[config.mk]
export PLATFORM = sky130hd
export DESIGN_NAME = iowin_decode
export DESIGN_NICKNAME = d
export VERILOG_FILES = /design/src/common/iowin_pkg.sv /design/src/hdl/iowin_match.sv /design/src/hdl/iowin_decode.sv
export SDC_FILE = /design/constraint.sdc
export NUM_CORES = 1
export LEC_CHECK = 0
export ABC_AREA = 1
export BUFFER_PORTS_ARGS = -buffer_cell sky130_fd_sc_hd__buf_2
export CAP_MARGIN = 20
export CORE_MARGIN = 1.5
export CORE_UTILIZATION = 51
export CTS_CLUSTER_SIZE = 10
export DETAILED_ROUTE_END_ITERATION = 7
export PLACE_DENSITY = 0.81
export SKIP_LAST_GASP = 1
export SLEW_MARGIN = 5
export SYNTH_ARGS = -nofsm -noshare
export SYNTH_HDL_FRONTEND = slang
export SYNTH_SLANG_ARGS = --single-unit
export TNS_END_PERCENT = 1
[constraint.sdc]
create_clock -name core_clk_in -period 2.97 [get_ports core_clk_in]
set_input_delay 0.4455 -clock core_clk_in [delete_from_list [all_inputs] [get_ports core_clk_in]]
set_output_delay 0.4455 -clock core_clk_in [all_outputs]
set_load 0.02 [all_outputs]
[src/common/iowin_pkg.sv]
package iowin_pkg;
   // register offsets on the local register port
   localparam logic [11:0] BASE_SIZE_OFFSET = 12'h0c4;
   localparam logic [11:0] CONTROL_OFFSET   = 12'h0f4;
   // field positions in the base/size register
   localparam int          BASE_LSB         = 12;
   localparam int          BASE_MSB         = 31;
   localparam int          ENABLE_BIT       = 7;
   localparam int          SPAN_LSB         = 0;
   localparam int          SPAN_MSB         = 4;
   // writable bits; reserved 11:8 and 6:5 are kept at zero
   localparam logic [31:0] BASE_SIZE_WMASK  = 32'hffff_f09f;
   localparam logic [31:0] BASE_SIZE_RESET  = 32'h0000_0000;
   localparam logic [31:0] CONTROL_READ     = 32'h0000_0000;
   localparam logic [31:0] UNMAPPED_READ    = 32'h0000_0000;
   // span coding: codes up to the threshold give the smallest window
   localparam logic [4:0]  SPAN_THRESHOLD   = 5'h07;
   localparam logic [5:0]  MIN_SPAN_EXP     = 6'h08;
   localparam logic [31:0] CLAIM_RESET      = 32'h0000_0000;
endpackage

[src/hdl/iowin_match.sv]
`timescale 1ns/1ps
module iowin_match
(
   input  wire logic [31:0] addr_in,
   input  wire logic [31:0] base_size_in,
   input  wire logic [4:0]  global_span_code_in,
   output logic             hit_out,
   output logic [31:0]      offset_out
);
   // log2 of the span in bytes for one size code
   function automatic logic [5:0] iowin_span_exp(input logic [4:0] code);
      logic [5:0] e;
      e = iowin_pkg::MIN_SPAN_EXP;
      if (code > iowin_pkg::SPAN_THRESHOLD)
      begin
         e = {1'b0, code} + 6'h01;
      end
      return e;
   endfunction

   logic [5:0]  win_exp;
   logic [5:0]  glb_exp;
   logic [5:0]  use_exp;
   logic [31:0] keep_mask;
   logic [31:0] base_addr;

   // the wider of the two spans decides how many upper bits are compared
   always_comb
   begin
      win_exp = iowin_span_exp(base_size_in[iowin_pkg::SPAN_MSB:iowin_pkg::SPAN_LSB]);
      glb_exp = iowin_span_exp(global_span_code_in);
      use_exp = (win_exp > glb_exp) ? win_exp : glb_exp;
      for (int i = 0; i < 32; i++)
      begin
         keep_mask[i] = (i >= int'(use_exp));
      end
      base_addr = {base_size_in[iowin_pkg::BASE_MSB:iowin_pkg::BASE_LSB], 12'h000};
      hit_out = base_size_in[iowin_pkg::ENABLE_BIT]
                && ((addr_in & keep_mask) == (base_addr & keep_mask));
      offset_out = addr_in & ~keep_mask;
   end
endmodule

[src/hdl/iowin_decode.sv]
`timescale 1ns/1ps
// Overview of operation
// bits 31 to 12 of the base/size register hold the window base in host address space.
// the number of upper bits compared follows from both the global and the window span codes.
// writing bit 7 as one opens the window and writing it as zero closes it.
// software writes zero to bits 6 and 5 and ignores what they read back.
// the five-bit span code sets the compared bits, with 256 bytes as the smallest window.
// a span code above seven gives a window of two to the power of code plus one bytes.
// the control register takes only zero writes and its read value carries no meaning.
// an access is claimed only with the window open and the upper bits equal to the base.
module iowin_decode
(
   input  wire logic        core_clk_in,
   input  wire logic        reset_n_in,
   input  wire logic        reg_wr_en_in,
   input  wire logic        reg_rd_en_in,
   input  wire logic [11:0] reg_addr_in,
   input  wire logic [31:0] reg_wdata_in,
   output logic [31:0]      reg_rdata_out,
   output logic             reg_rd_valid_out,
   input  wire logic [4:0]  global_span_code_in,
   input  wire logic        host_req_in,
   input  wire logic [31:0] host_addr_in,
   output logic             claim_out,
   output logic [31:0]      claim_offset_out,
   output logic             aperture_on_bit_out
);
   // register state and the next values that feed it
   logic [31:0] io_window_base_and_size;
   logic [31:0] next_io_window_base_and_size;
   logic [31:0] next_reg_rdata;
   logic        next_reg_rd_valid;
   logic        next_claim;
   logic [31:0] next_claim_offset;
   logic        match_hit;
   logic [31:0] match_offset;
   logic        sel_base;
   logic        sel_ctrl;

   // register select decode and the enable bit seen by the local port
   assign sel_base = (reg_addr_in == iowin_pkg::BASE_SIZE_OFFSET);
   assign sel_ctrl = (reg_addr_in == iowin_pkg::CONTROL_OFFSET);
   assign aperture_on_bit_out = io_window_base_and_size[iowin_pkg::ENABLE_BIT];

   // span arithmetic kept in its own module so the compare stays purely combinational
   iowin_match u_match
   (
      .addr_in             (host_addr_in),
      .base_size_in        (io_window_base_and_size),
      .global_span_code_in (global_span_code_in),
      .hit_out             (match_hit),
      .offset_out          (match_offset)
   );

   // register writes; reserved bits are dropped so they always read zero
   always_comb
   begin
      next_io_window_base_and_size = io_window_base_and_size;
      if (reg_wr_en_in && sel_base)
      begin
         next_io_window_base_and_size = reg_wdata_in & iowin_pkg::BASE_SIZE_WMASK;
      end
      // control register writes have no effect on any state
      // bits 11:8 are dropped too, so a small window base always sits on a 4 KB step
   end

   // read data is registered, valid one cycle after the strobe
   always_comb
   begin
      // a write in the same cycle is not seen here: reads return the old word
      next_reg_rd_valid = reg_rd_en_in;
      next_reg_rdata    = iowin_pkg::UNMAPPED_READ;
      if (reg_rd_en_in && sel_base)
      begin
         next_reg_rdata = io_window_base_and_size;
      end
      else if (reg_rd_en_in && sel_ctrl)
      begin
         next_reg_rdata = iowin_pkg::CONTROL_READ;
      end
   end

   // claim is registered so the local port sees a clean one-cycle answer
   always_comb
   begin
      next_claim        = host_req_in && match_hit;
      // offset holds between requests so the local port may use it late
      next_claim_offset = claim_offset_out;
      if (host_req_in)
      begin
         next_claim_offset = match_offset;
      end
   end

   // window register: the only state host software can change
   always_ff @(posedge core_clk_in or negedge reset_n_in)
   begin
      if (!reset_n_in)
      begin
         io_window_base_and_size <= iowin_pkg::BASE_SIZE_RESET;
      end
      else
      begin
         io_window_base_and_size <= next_io_window_base_and_size;
      end
   end

   // read response; data falls back to zero so stale words never linger
   always_ff @(posedge core_clk_in or negedge reset_n_in)
   begin
      if (!reset_n_in)
      begin
         reg_rdata_out    <= iowin_pkg::UNMAPPED_READ;
         reg_rd_valid_out <= 1'b0;
      end
      else
      begin
         reg_rdata_out    <= next_reg_rdata;
         reg_rd_valid_out <= next_reg_rd_valid;
      end
   end

   // claim answer; one cycle of latency bought for a glitch free local port
   always_ff @(posedge core_clk_in or negedge reset_n_in)
   begin
      if (!reset_n_in)
      begin
         claim_out        <= 1'b0;
         claim_offset_out <= iowin_pkg::CLAIM_RESET;
      end
      else
      begin
         claim_out        <= next_claim;
         claim_offset_out <= next_claim_offset;
      end
   end

   // checks on register and decode behaviour
   chk_enable_set: assert property (@(posedge core_clk_in) disable iff (!reset_n_in)
      (reg_wr_en_in && sel_base && reg_wdata_in[7]) |=> aperture_on_bit_out)
      else $error("window not enabled after write of bit 7");
   chk_enable_clear: assert property (@(posedge core_clk_in) disable iff (!reset_n_in)
      (reg_wr_en_in && sel_base && !reg_wdata_in[7]) |=> !aperture_on_bit_out)
      else $error("window not disabled after clear of bit 7");
   chk_base_stored: assert property (@(posedge core_clk_in) disable iff (!reset_n_in)
      (reg_wr_en_in && sel_base) |=>
      (io_window_base_and_size[31:12] == $past(reg_wdata_in[31:12])))
      else $error("base address bits not stored");
   chk_reserved_zero: assert property (@(posedge core_clk_in) disable iff (!reset_n_in)
      (reg_rd_en_in && sel_base) |=> (reg_rd_valid_out && reg_rdata_out[6:5] == 2'b00))
      else $error("reserved bits read nonzero");
   chk_ctrl_inert: assert property (@(posedge core_clk_in) disable iff (!reset_n_in)
      (reg_wr_en_in && sel_ctrl) |=> $stable(io_window_base_and_size))
      else $error("control write changed window state");
   chk_claim_enabled: assert property (@(posedge core_clk_in) disable iff (!reset_n_in)
      claim_out |-> ($past(aperture_on_bit_out) && $past(host_req_in)))
      else $error("claim without enabled window");
   chk_min_span: assert property (@(posedge core_clk_in) disable iff (!reset_n_in)
      (host_req_in && aperture_on_bit_out && !reg_wr_en_in
       && io_window_base_and_size[4:0] <= 5'h07 && global_span_code_in <= 5'h07
       && host_addr_in[31:12] == io_window_base_and_size[31:12]
       && host_addr_in[11:8] == 4'h0) |=> claim_out)
      else $error("access inside 256 byte window not claimed");
   chk_large_span: assert property (@(posedge core_clk_in) disable iff (!reset_n_in)
      (host_req_in && aperture_on_bit_out
       && io_window_base_and_size[4:0] == 5'h0c && global_span_code_in <= 5'h0c
       && host_addr_in[31:13] == io_window_base_and_size[31:13]) |=> claim_out)
      else $error("access inside 8 KB window not claimed");
   chk_offset_low: assert property (@(posedge core_clk_in) disable iff (!reset_n_in)
      claim_out |-> (claim_offset_out[7:0] == $past(host_addr_in[7:0])))
      else $error("offset low bits lost");

   // read port and register write checks
   chk_ctrl_read: assert property (@(posedge core_clk_in) disable iff (!reset_n_in)
      (reg_rd_en_in && sel_ctrl) |=>
      (reg_rd_valid_out && reg_rdata_out == iowin_pkg::CONTROL_READ))
      else $error("control register read not answered");
   chk_rd_base: assert property (@(posedge core_clk_in) disable iff (!reset_n_in)
      (reg_rd_en_in && sel_base) |=>
      (reg_rdata_out == $past(io_window_base_and_size)))
      else $error("base register read returned wrong word");
   chk_rd_pulse: assert property (@(posedge core_clk_in) disable iff (!reset_n_in)
      reg_rd_valid_out |-> $past(reg_rd_en_in))
      else $error("read valid without a read strobe");
   chk_reserved_mask: assert property (@(posedge core_clk_in) disable iff (!reset_n_in)
      (reg_wr_en_in && sel_base) |=>
      (io_window_base_and_size[11:8] == 4'h0 && io_window_base_and_size[6:5] == 2'b00))
      else $error("reserved bits stored on write");
   chk_span_stored: assert property (@(posedge core_clk_in) disable iff (!reset_n_in)
      (reg_wr_en_in && sel_base) |=>
      (io_window_base_and_size[4:0] == $past(reg_wdata_in[4:0])))
      else $error("span code not stored");

   // host decode checks
   chk_closed_quiet: assert property (@(posedge core_clk_in) disable iff (!reset_n_in)
      (host_req_in && !aperture_on_bit_out) |=> !claim_out)
      else $error("claim while window disabled");
   chk_base_miss: assert property (@(posedge core_clk_in) disable iff (!reset_n_in)
      (host_req_in && io_window_base_and_size[4:0] <= 5'h07 && global_span_code_in <= 5'h07
       && host_addr_in[31:8] != {io_window_base_and_size[31:12], 4'h0}) |=> !claim_out)
      else $error("access outside 256 byte window claimed");
   chk_offset_held: assert property (@(posedge core_clk_in) disable iff (!reset_n_in)
      !host_req_in |=> $stable(claim_offset_out))
      else $error("offset moved without a request");
   chk_offset_small: assert property (@(posedge core_clk_in) disable iff (!reset_n_in)
      (host_req_in && io_window_base_and_size[4:0] <= 5'h07 && global_span_code_in <= 5'h07)
      |=> (claim_offset_out[31:8] == 24'h0))
      else $error("offset wider than 256 byte window");
   // the widest code compares no bits at all, so the window covers everything
   chk_span_all: assert property (@(posedge core_clk_in) disable iff (!reset_n_in)
      (host_req_in && aperture_on_bit_out && io_window_base_and_size[4:0] == 5'h1f) |=> claim_out)
      else $error("widest window did not claim");

   // scenarios worth seeing in coverage
   cov_enable: cover property (@(posedge core_clk_in) disable iff (!reset_n_in)
      $rose(aperture_on_bit_out));
   cov_claim: cover property (@(posedge core_clk_in) disable iff (!reset_n_in)
      claim_out ##1 claim_out);
   cov_miss: cover property (@(posedge core_clk_in) disable iff (!reset_n_in)
      host_req_in && aperture_on_bit_out ##1 !claim_out);
   cov_wide_claim: cover property (@(posedge core_clk_in) disable iff (!reset_n_in)
      host_req_in && match_hit && io_window_base_and_size[4:0] > 5'h07 ##1 claim_out);
   cov_write_read: cover property (@(posedge core_clk_in) disable iff (!reset_n_in)
      reg_wr_en_in && reg_rd_en_in && sel_base);
endmodule

==> metrics.txt, run 1 <==
outcome completed; gr usage total 25.36%; wire per inst 14.13 µm; synth cell count leaders nand2_1, dfrtp_1, nor2_1; pwr dens 464.9 mW/mm²; Clock Tree Buf Depth 2; Worst-path clk slew 0.10 ns; Worst path slowest cell dfrtp_1; f_max 0.3387 GHz; first-pass GRT wire length 17890 µm; predominant post-synthesis flop cell dfrtp_1; Tightest Hold Check Type input port to asynchronous set/reset pin; total power 2.717 mW; Die ar. 0.009288 mm²; r2r setup slk 0.02 ns; Final Core Density 70.06%; FFs w/ async S/R, synth 100.0%; worst-path fanout max 5; distinct cell type count after synthesis 34; RR Startpoint io_window_base_and_size[0]$_DFFE_PN0P_; CP Launch Type register; core area 0.008341 mm²; share of layout cells above drive strength 1 38.59%; Largest delay share family, worst path simple AND/OR/NAND/NOR gates; vias per inst 5.015; CTS Buf Count 9; Synth area leader dfrtp_1; die width 96.38 µm; Synth area leaders dfrtp_1, nand2_1, mux2_2, nand3_1, nor2_1; largest net degree at the start of global routing 87; DP Wirelength 8683 µm; clk root buf clkbuf_8; Die H 96.38 µm; worst setup margin 0.01734 ns; # setup viols final 0; multiplexer share of the synthesized area 6.584%; FF+latch count, synth 86; share of the cycle needed by the critical path after routing 99.42%; CP Data Required Time 3.25 ns; num ports 153; CP arrival 3.24 ns; Worst R2R End claim_out$_DFF_PN0_; RSZ-0062 raised after global routing yes; Final Skew 0.01375 ns; largest family of logic cells by synthesized area simple AND/OR/NAND/NOR gates; most numerous cell in the Yosys netlist nand2_1; leakage power 3.265 nW; initial DRC count 238; Avg Cell Area, Syn 8.551 µm²; drt first pass iters 5; Worst VDD drop 0.2484 mV; placed cells 793; top-area cell type share of the netlist area 48.40%; Vias 4087; GR met3 Demand/Resource 4.147%; Fill cells 691; Post-synth EDFFs 0; Slew headroom 66.65%; Synth Area in Adders 2.251%; critical path cell sequence ha_2, inv_1, nand4_1, nand2_1, nand2_1, inv_2, ha_1, nand2_2, nor2_4, nand2_2, nand3_4, buf_4, nand3_2, nand2_4, nor2_4, nand2_2, nand2_4, nand2_1, nand2_1, nand2_1, nor2_1, nand3_1, nor2_1; MaxCap Viol Count 0; # port buffers 140; initial antenna violation count 0; Placement Rows 33; largest stage delay on the critical path 0.39 ns; Placed Area 0.005507 mm²; CP dominant cell by count nand2_1; GR Util met2 42.90%; RePlAce Congestion 0.8881; post-synthesis compound-gate area fraction 4.418%; worst slew pin tran 0.5003 ns; R2R depth 23; Non-Filler Instances 815; Synth Cell Area 0.004447 mm²; Routed WL 11520 µm; post-route cell area 0.005843 mm²; # hold bufs at CTS 0; Final ANT Viol Nets 0; post-synthesis xor/xnor area fraction 4.530%; vias in the first global route 3944; P&R area growth vs syn 31.40%; nets 799; Skew-Pair Late Insertion Delay 0.36 ns; crit end category register; Most Crowded Layer GR met2; pre-CTS setup slack -0.1676 ns; TritonCTS clock tree done; clock sink count 86; Hold Vio Cnt, Final 0; sequential share of the synthesized area 48.40%; YS warnings 0; H-tree depth 3; crit path kind register to register; DRC 0; Gate Count Post-Synth 520; GR Overflow Total 0; WP buf/inv 3; GR Layer Usage met1 32.93%; Slew Limit Fails 0; ant diodes 0; Synth Area in Simple Gates 27.15%; initial core utilization 53.32%; minimum clock period 2.953 ns
==> per-layer routing <==
| layer | part of all wire, % | vias to the layer above | routed length (µm) |
|---|---|---|---|
| li1 | - | 2003 | - |
| met1 | 43 | 1926 | 4940 |
| met2 | 49 | 143 | 5639 |
| met3 | 6.6 | 15 | 761 |
| met4 | 1.5 | 0 | 178 |
| met5 | 0 | - | 0 |
==> layout by cell type, fill, tap and decap left out, types with 2 or more instances in the layout <==
cell type / n
o21ai_0: 22
conb_1: 6
a21oi_1: 5
dfrtp_1: 86
clkinvlp_4: 2
nand2_1: 146
ha_1: 7
nand2_4: 6
nand3_4: 2
mux2_2: 26
nor2_4: 3
buf_4: 44
xor2_1: 20
xnor2_1: 3
nand3_1: 38
nand2_2: 14
nand4_1: 3
nor2_2: 4
clkbuf_8: 10
buf_2: 139
inv_1: 47
o21ai_2: 3
inv_2: 5
nor4_1: 2
nor3_2: 2
nand3_2: 5
nor2_1: 46
==> cells by family after synthesis <==
kind of cell / after synthesis
AND/OR/NAND/NOR: 271
AO/OA/AOI/OAI: 35
buffers and inverters: 70
other: 1
adder cells (fa/ha/maj): 8
flip-flops: 86
multiplexers: 26
XOR/XNOR: 23
==> registers in the layout (all words and copies together) (netlist names) <==
signal,count
claim_out,1
claim_offset_out,32
reg_rdata_out,26
io_window_base_and_size,26
reg_rd_valid_out,1
==> worst max path at each step <==
| stage | depth (start not counted) | slack (ns) | endpoint | start |
|---|---|---|---|---|
| 2_1_floorplan | 18 | 0.32 | claim_out$_DFF_PN0_ | global_span_code_in[0] |
| 3_3_place_gp | 21 | -0.11 | claim_out$_DFF_PN0_ | global_span_code_in[0] |
| 3_5_place_dp | 21 | -0.17 | claim_out$_DFF_PN0_ | global_span_code_in[0] |
| 4_1_cts | 23 | 0.01 | claim_out$_DFF_PN0_ | io_window_base_and_size[0]$_DFFE_PN0P_ |
| 5_1_grt | 23 | -0.25 | claim_out$_DFF_PN0_ | io_window_base_and_size[1]$_DFFE_PN0P_ |
| 6_report | 23 | 0.02 | claim_out$_DFF_PN0_ | io_window_base_and_size[0]$_DFFE_PN0P_ |
==> where the power goes <==
part	switching (mW)	internal, mW
logic	0.379	0.240
registers	0.0261	1.22
clock network	0.432	0.421
total	0.837	1.88
==> timing repair <==
action | 4_1_cts | 5_1_grt
buffers inserted | 1 | 2
setup endpoints to repair | 1 | 15
resized for setup | 4 | 16
gates cloned | 2 | 0
pin swaps | 2 | 8
==> area by class of cell <==
| cell class | count | area, µm² | share of cell area, % |
|---|---|---|---|
| Sequential cell | 86 | 2152 | 36.83 |
| Multi-Input combinational cell | 371 | 2101 | 35.95 |
| Timing Repair Buffer | 184 | 1054 | 18.03 |
| Inverter | 53 | 198.9 | 3.405 |
| Clock buffer | 11 | 141.4 | 2.420 |
| Tap cell | 105 | 131.4 | 2.248 |
| Clock inverter | 5 | 65.06 | 1.113 |
==> metrics by stage <==
| step | hold WS, ns | TNS [ns] |
|---|---|---|
| floorplan | 0.1499 | 0 |
| CTS | 0.2102 | 0 |
| global placement | 0.4476 | -0.1267 |
| detailed placement | 0.4542 | -0.3787 |
| finish | 0.04117 | 0 |
| global route | 0.08153 | -0.4285 |
==> worst reg2reg max path: stages (launching register included) <==
cell and delay [ns]:
dfrtp_1 0.39, ha_2 0.20, inv_1 0.08, nand4_1 0.16, nand2_1 0.12, nand2_1 0.10, inv_2 0.07, ha_1 0.23
nand2_2 0.08, nor2_4 0.05, nand2_2 0.10, nand3_4 0.11, buf_4 0.17, nand3_2 0.07, nand2_4 0.09, nor2_4 0.14
nand2_2 0.08, nand2_4 0.09, nand2_1 0.08, nand2_1 0.06, nand2_1 0.05, nor2_1 0.14, nand3_1 0.09, nor2_1 0.12
(Power assumes the default switching activity.)
==> inputs of run 2 (changes only) <==
Settings changed: ABC_AREA 1 to default, PLACE_DENSITY 0.81 to 0.8.
==> metrics.txt, run 2 <==
outcome finished with violations; violated checks negative setup slack; Fill cells 677 (-2.0%); H-tree depth 3 (unchanged); Synth Cell Area 0.004732 mm² (+6.4%); gr usage total 29.21% (+3.9 points); Placed Area 0.006178 mm² (+12%); Synth area leaders dfrtp_1, mux2_2, and3_1, inv_1, xor2_1; largest register by flop count claim_offset_out; Avg Cell Area, Syn 10.20 µm² (+19%); vias per inst 5.548 (+11%); sequential share of the synthesized area 45.48% (-2.9 points); register area 0.002153 mm² (about the same); worst setup margin -0.2925 ns (-0.3099 ns); Largest register FFs 32 (unchanged); post-route cell area 0.006392 mm² (+9.4%); first-pass GRT wire length 22560 µm (+26%); CP Launch Type register; distinct cell type count after synthesis 70 (+110%); synth cell count leaders dfrtp_1, inv_1, and3_1, mux2_2, nand2_1; wire per inst 17.37 µm (+23%); share of the cycle needed by the critical path after routing 109.8% (+10 points); MaxCap Viol Count 0 (unchanged); Vias 4422 (+8.2%); # setup viols final 16 (+16); Worst-path clk slew 0.10 ns (about the same); Synth area leader dfrtp_1; P&R area growth vs syn 35.09%; Routed WL 13840 µm (+20%); Worst VDD drop 0.2028 mV (-18%); most numerous cell in the Yosys netlist dfrtp_1; Gate Count Post-Synth 464 (-11%); Final Skew 0.01408 ns (+0.0003298 ns); Final ANT Viol Nets 0 (unchanged); total power 2.682 mW (-1.3%); drt first pass iters 5 (unchanged); Hold Vio Cnt, Final 0 (unchanged); Non-Filler Instances 797 (-2.2%); Worst R2R End claim_out$_DFF_PN0_; CP Data Required Time 3.24 ns (about the same); largest net degree at the start of global routing 67 (-23%); placed cells 779 (-1.8%); GR Overflow Total 0 (unchanged); Slew headroom 44.25% (-22 points); # port buffers 140 (unchanged); clk root buf clkbuf_8; core area 0.008848 mm² (+6.1%); FF+latch count, synth 86 (unchanged); switching share of total power 31.93% (+1.1 points); DRC 0 (unchanged); Die ar. 0.009865 mm² (+6.2%); Seq pwr share 46.2% (+0.4 points); Slew Limit Fails 0 (unchanged); clock sink count 86 (unchanged); worst-path fanout max 8 (+3); worst slew pin tran 0.8362 ns (+0.3359 ns); Clock Tree Buf Depth 2 (unchanged); Int Pwr 1.826 mW (-2.9%); f_max 0.3065 GHz (-9.5%); YS warnings 0 (unchanged); RePlAce Congestion 0.9269 (+4.4%); Min Hold Slack 0.1626 ns (+0.1215 ns); Skew-Pair Late Insertion Delay 0.36 ns (about the same); pwr dens 419.6 mW/mm² (-9.8%); CP arrival 3.54 ns (+0.30 ns); ant diodes 0 (unchanged); CTS Buf Count 9 (unchanged); minimum clock period 3.263 ns (+0.3099 ns); vias in the first global route 4577 (+16%); most common cell after layout, fill and taps aside buf_2; initial core utilization 53.48% (+0.16 points); predominant post-synthesis flop cell dfrtp_1; crit end category register; FFs w/ async S/R, synth 100.0% (unchanged); r2r setup slk -0.29 ns (-0.31 ns); leakage power 3.496 nW (+7.1%); die width 99.33 µm (+3.1%); share of layout cells above drive strength 1 45.72% (+7.1 points); leading cell types in the layout, fill and taps excluded buf_2, buf_4, dfrtp_1; R2R depth 14 (-39%); Clock power frac 30.1% (-1.3 points); footprint of the multi-input gates 0.002384 mm² (+13%); pre-CTS setup slack -0.5129 ns (-0.3453 ns); nets 778 (-2.6%); num ports 153 (unchanged); Net Sw Power 0.8562 mW (+2.3%); largest registers claim_offset_out x32, io_window_base_and_size x26, reg_rdata_out x26; top-area cell type share of the netlist area 45.48% (-2.9 points); crit path kind register to register; RR Startpoint io_window_base_and_size[1]$_DFFE_PN0P_; TritonCTS clock tree done; Placement Rows 34 (+3.0%); initial antenna violation count 0 (unchanged); DP Wirelength 10860 µm (+25%); RSZ-0062 raised after global routing yes; initial DRC count 289 (+21%); Post-synth EDFFs 0 (unchanged); Die H 99.33 µm (+3.1%); Tightest Hold Check Type input port to asynchronous set/reset pin; combinational cell fraction of total power 23.8% (+1.0 points)
[run 2: per-stage QoR]
step / util (%) / setup TNS, ns
floorplan: - / -0.2007
global placement: 69.82 / -3.164
detailed placement: 69.82 / -4.940
CTS: 72.13 / -1.497
global route: 72.24 / -4.746
finish: 72.24 / -1.500
[run 2: how the worst max path moves through the flow]
stage,to,cells after the start,from,slack (ns)
6_report,claim_out$_DFF_PN0_,14,io_window_base_and_size[1]$_DFFE_PN0P_,-0.29
4_1_cts,claim_out$_DFF_PN0_,14,io_window_base_and_size[1]$_DFFE_PN0P_,-0.29
5_1_grt,claim_out$_DFF_PN0_,14,io_window_base_and_size[1]$_DFFE_PN0P_,-0.46
2_1_floorplan,claim_out$_DFF_PN0_,14,io_window_base_and_size[1]$_DFFE_PN0P_,-0.20
3_3_place_gp,claim_out$_DFF_PN0_,14,global_span_code_in[0],-0.39
3_5_place_dp,claim_out$_DFF_PN0_,15,global_span_code_in[0],-0.51
[run 2: layout make-up]
cell class | instances | share of cell area, %
flip-flops and latches | 86 | 33.69
well taps | 108 | 2.114
clock inverters | 6 | 0.8417
multi-input cells | 318 | 37.29
repair buffers | 232 | 21.86
inverters | 37 | 2.212
clock buffers | 10 | 1.996
[run 2: logic make-up after synthesis]
family | Yosys count | share of synthesized area, %
xor gates and xnor gates | 24 | 4.759
and+or+nand+nor | 151 | 17.82
muxes | 43 | 10.42
AOI/OAI and AO/OA | 86 | 13.01
other | 1 | 0.07925
DFF | 86 | 45.48
buffers and inverters | 65 | 6.320
adders and majority gates | 8 | 2.115
[run 2: critical path, cell delays in order, from the launching register on]
cell and delay, ns:
dfrtp_1 0.41, ha_4 0.19, and4b_1 0.24, o21ai_2 0.15, inv_1 0.08, ha_1 0.27
nand4_1 0.12, a21oi_2 0.20, o31a_1 0.19, buf_4 0.17, mux2_4 0.36, o311a_1 0.15
a222oi_1 0.33, nand4_1 0.17, nor4_2 0.15
[run 2: what timing repair did]
action | CTS | global route
hold buffers | 0 | 0
setup buffers | 2 | 0
cloned | 0 | 0
gates resized for setup | 2 | 3
endpoints found under the setup margin | 17 | 25
pin swaps | 2 | 2
[run 2: power by group through the flow]
stage | combinational, mW | sequential (mW) | clock [mW]
6_report | 0.637 | 1.24 | 0.807
5_1_grt | 0.691 | 1.24 | 0.868
4_1_cts | 0.632 | 1.24 | 0.810
3_5_place_dp | 0.624 | 1.26 | 0
3_3_place_gp | 0.613 | 1.26 | 0
2_1_floorplan | 0.269 | 1.31 | 0
[run 2: layer usage]
| metal | wire length (µm) | GRT usage (%) |
|---|---|---|
| met3 | 897 | 3.443 |
| met2 | 6868 | 50.74 |
| met4 | 261 | 8.992 |
| met5 | 0 | 0 |
| met1 | 5815 | 38.47 |
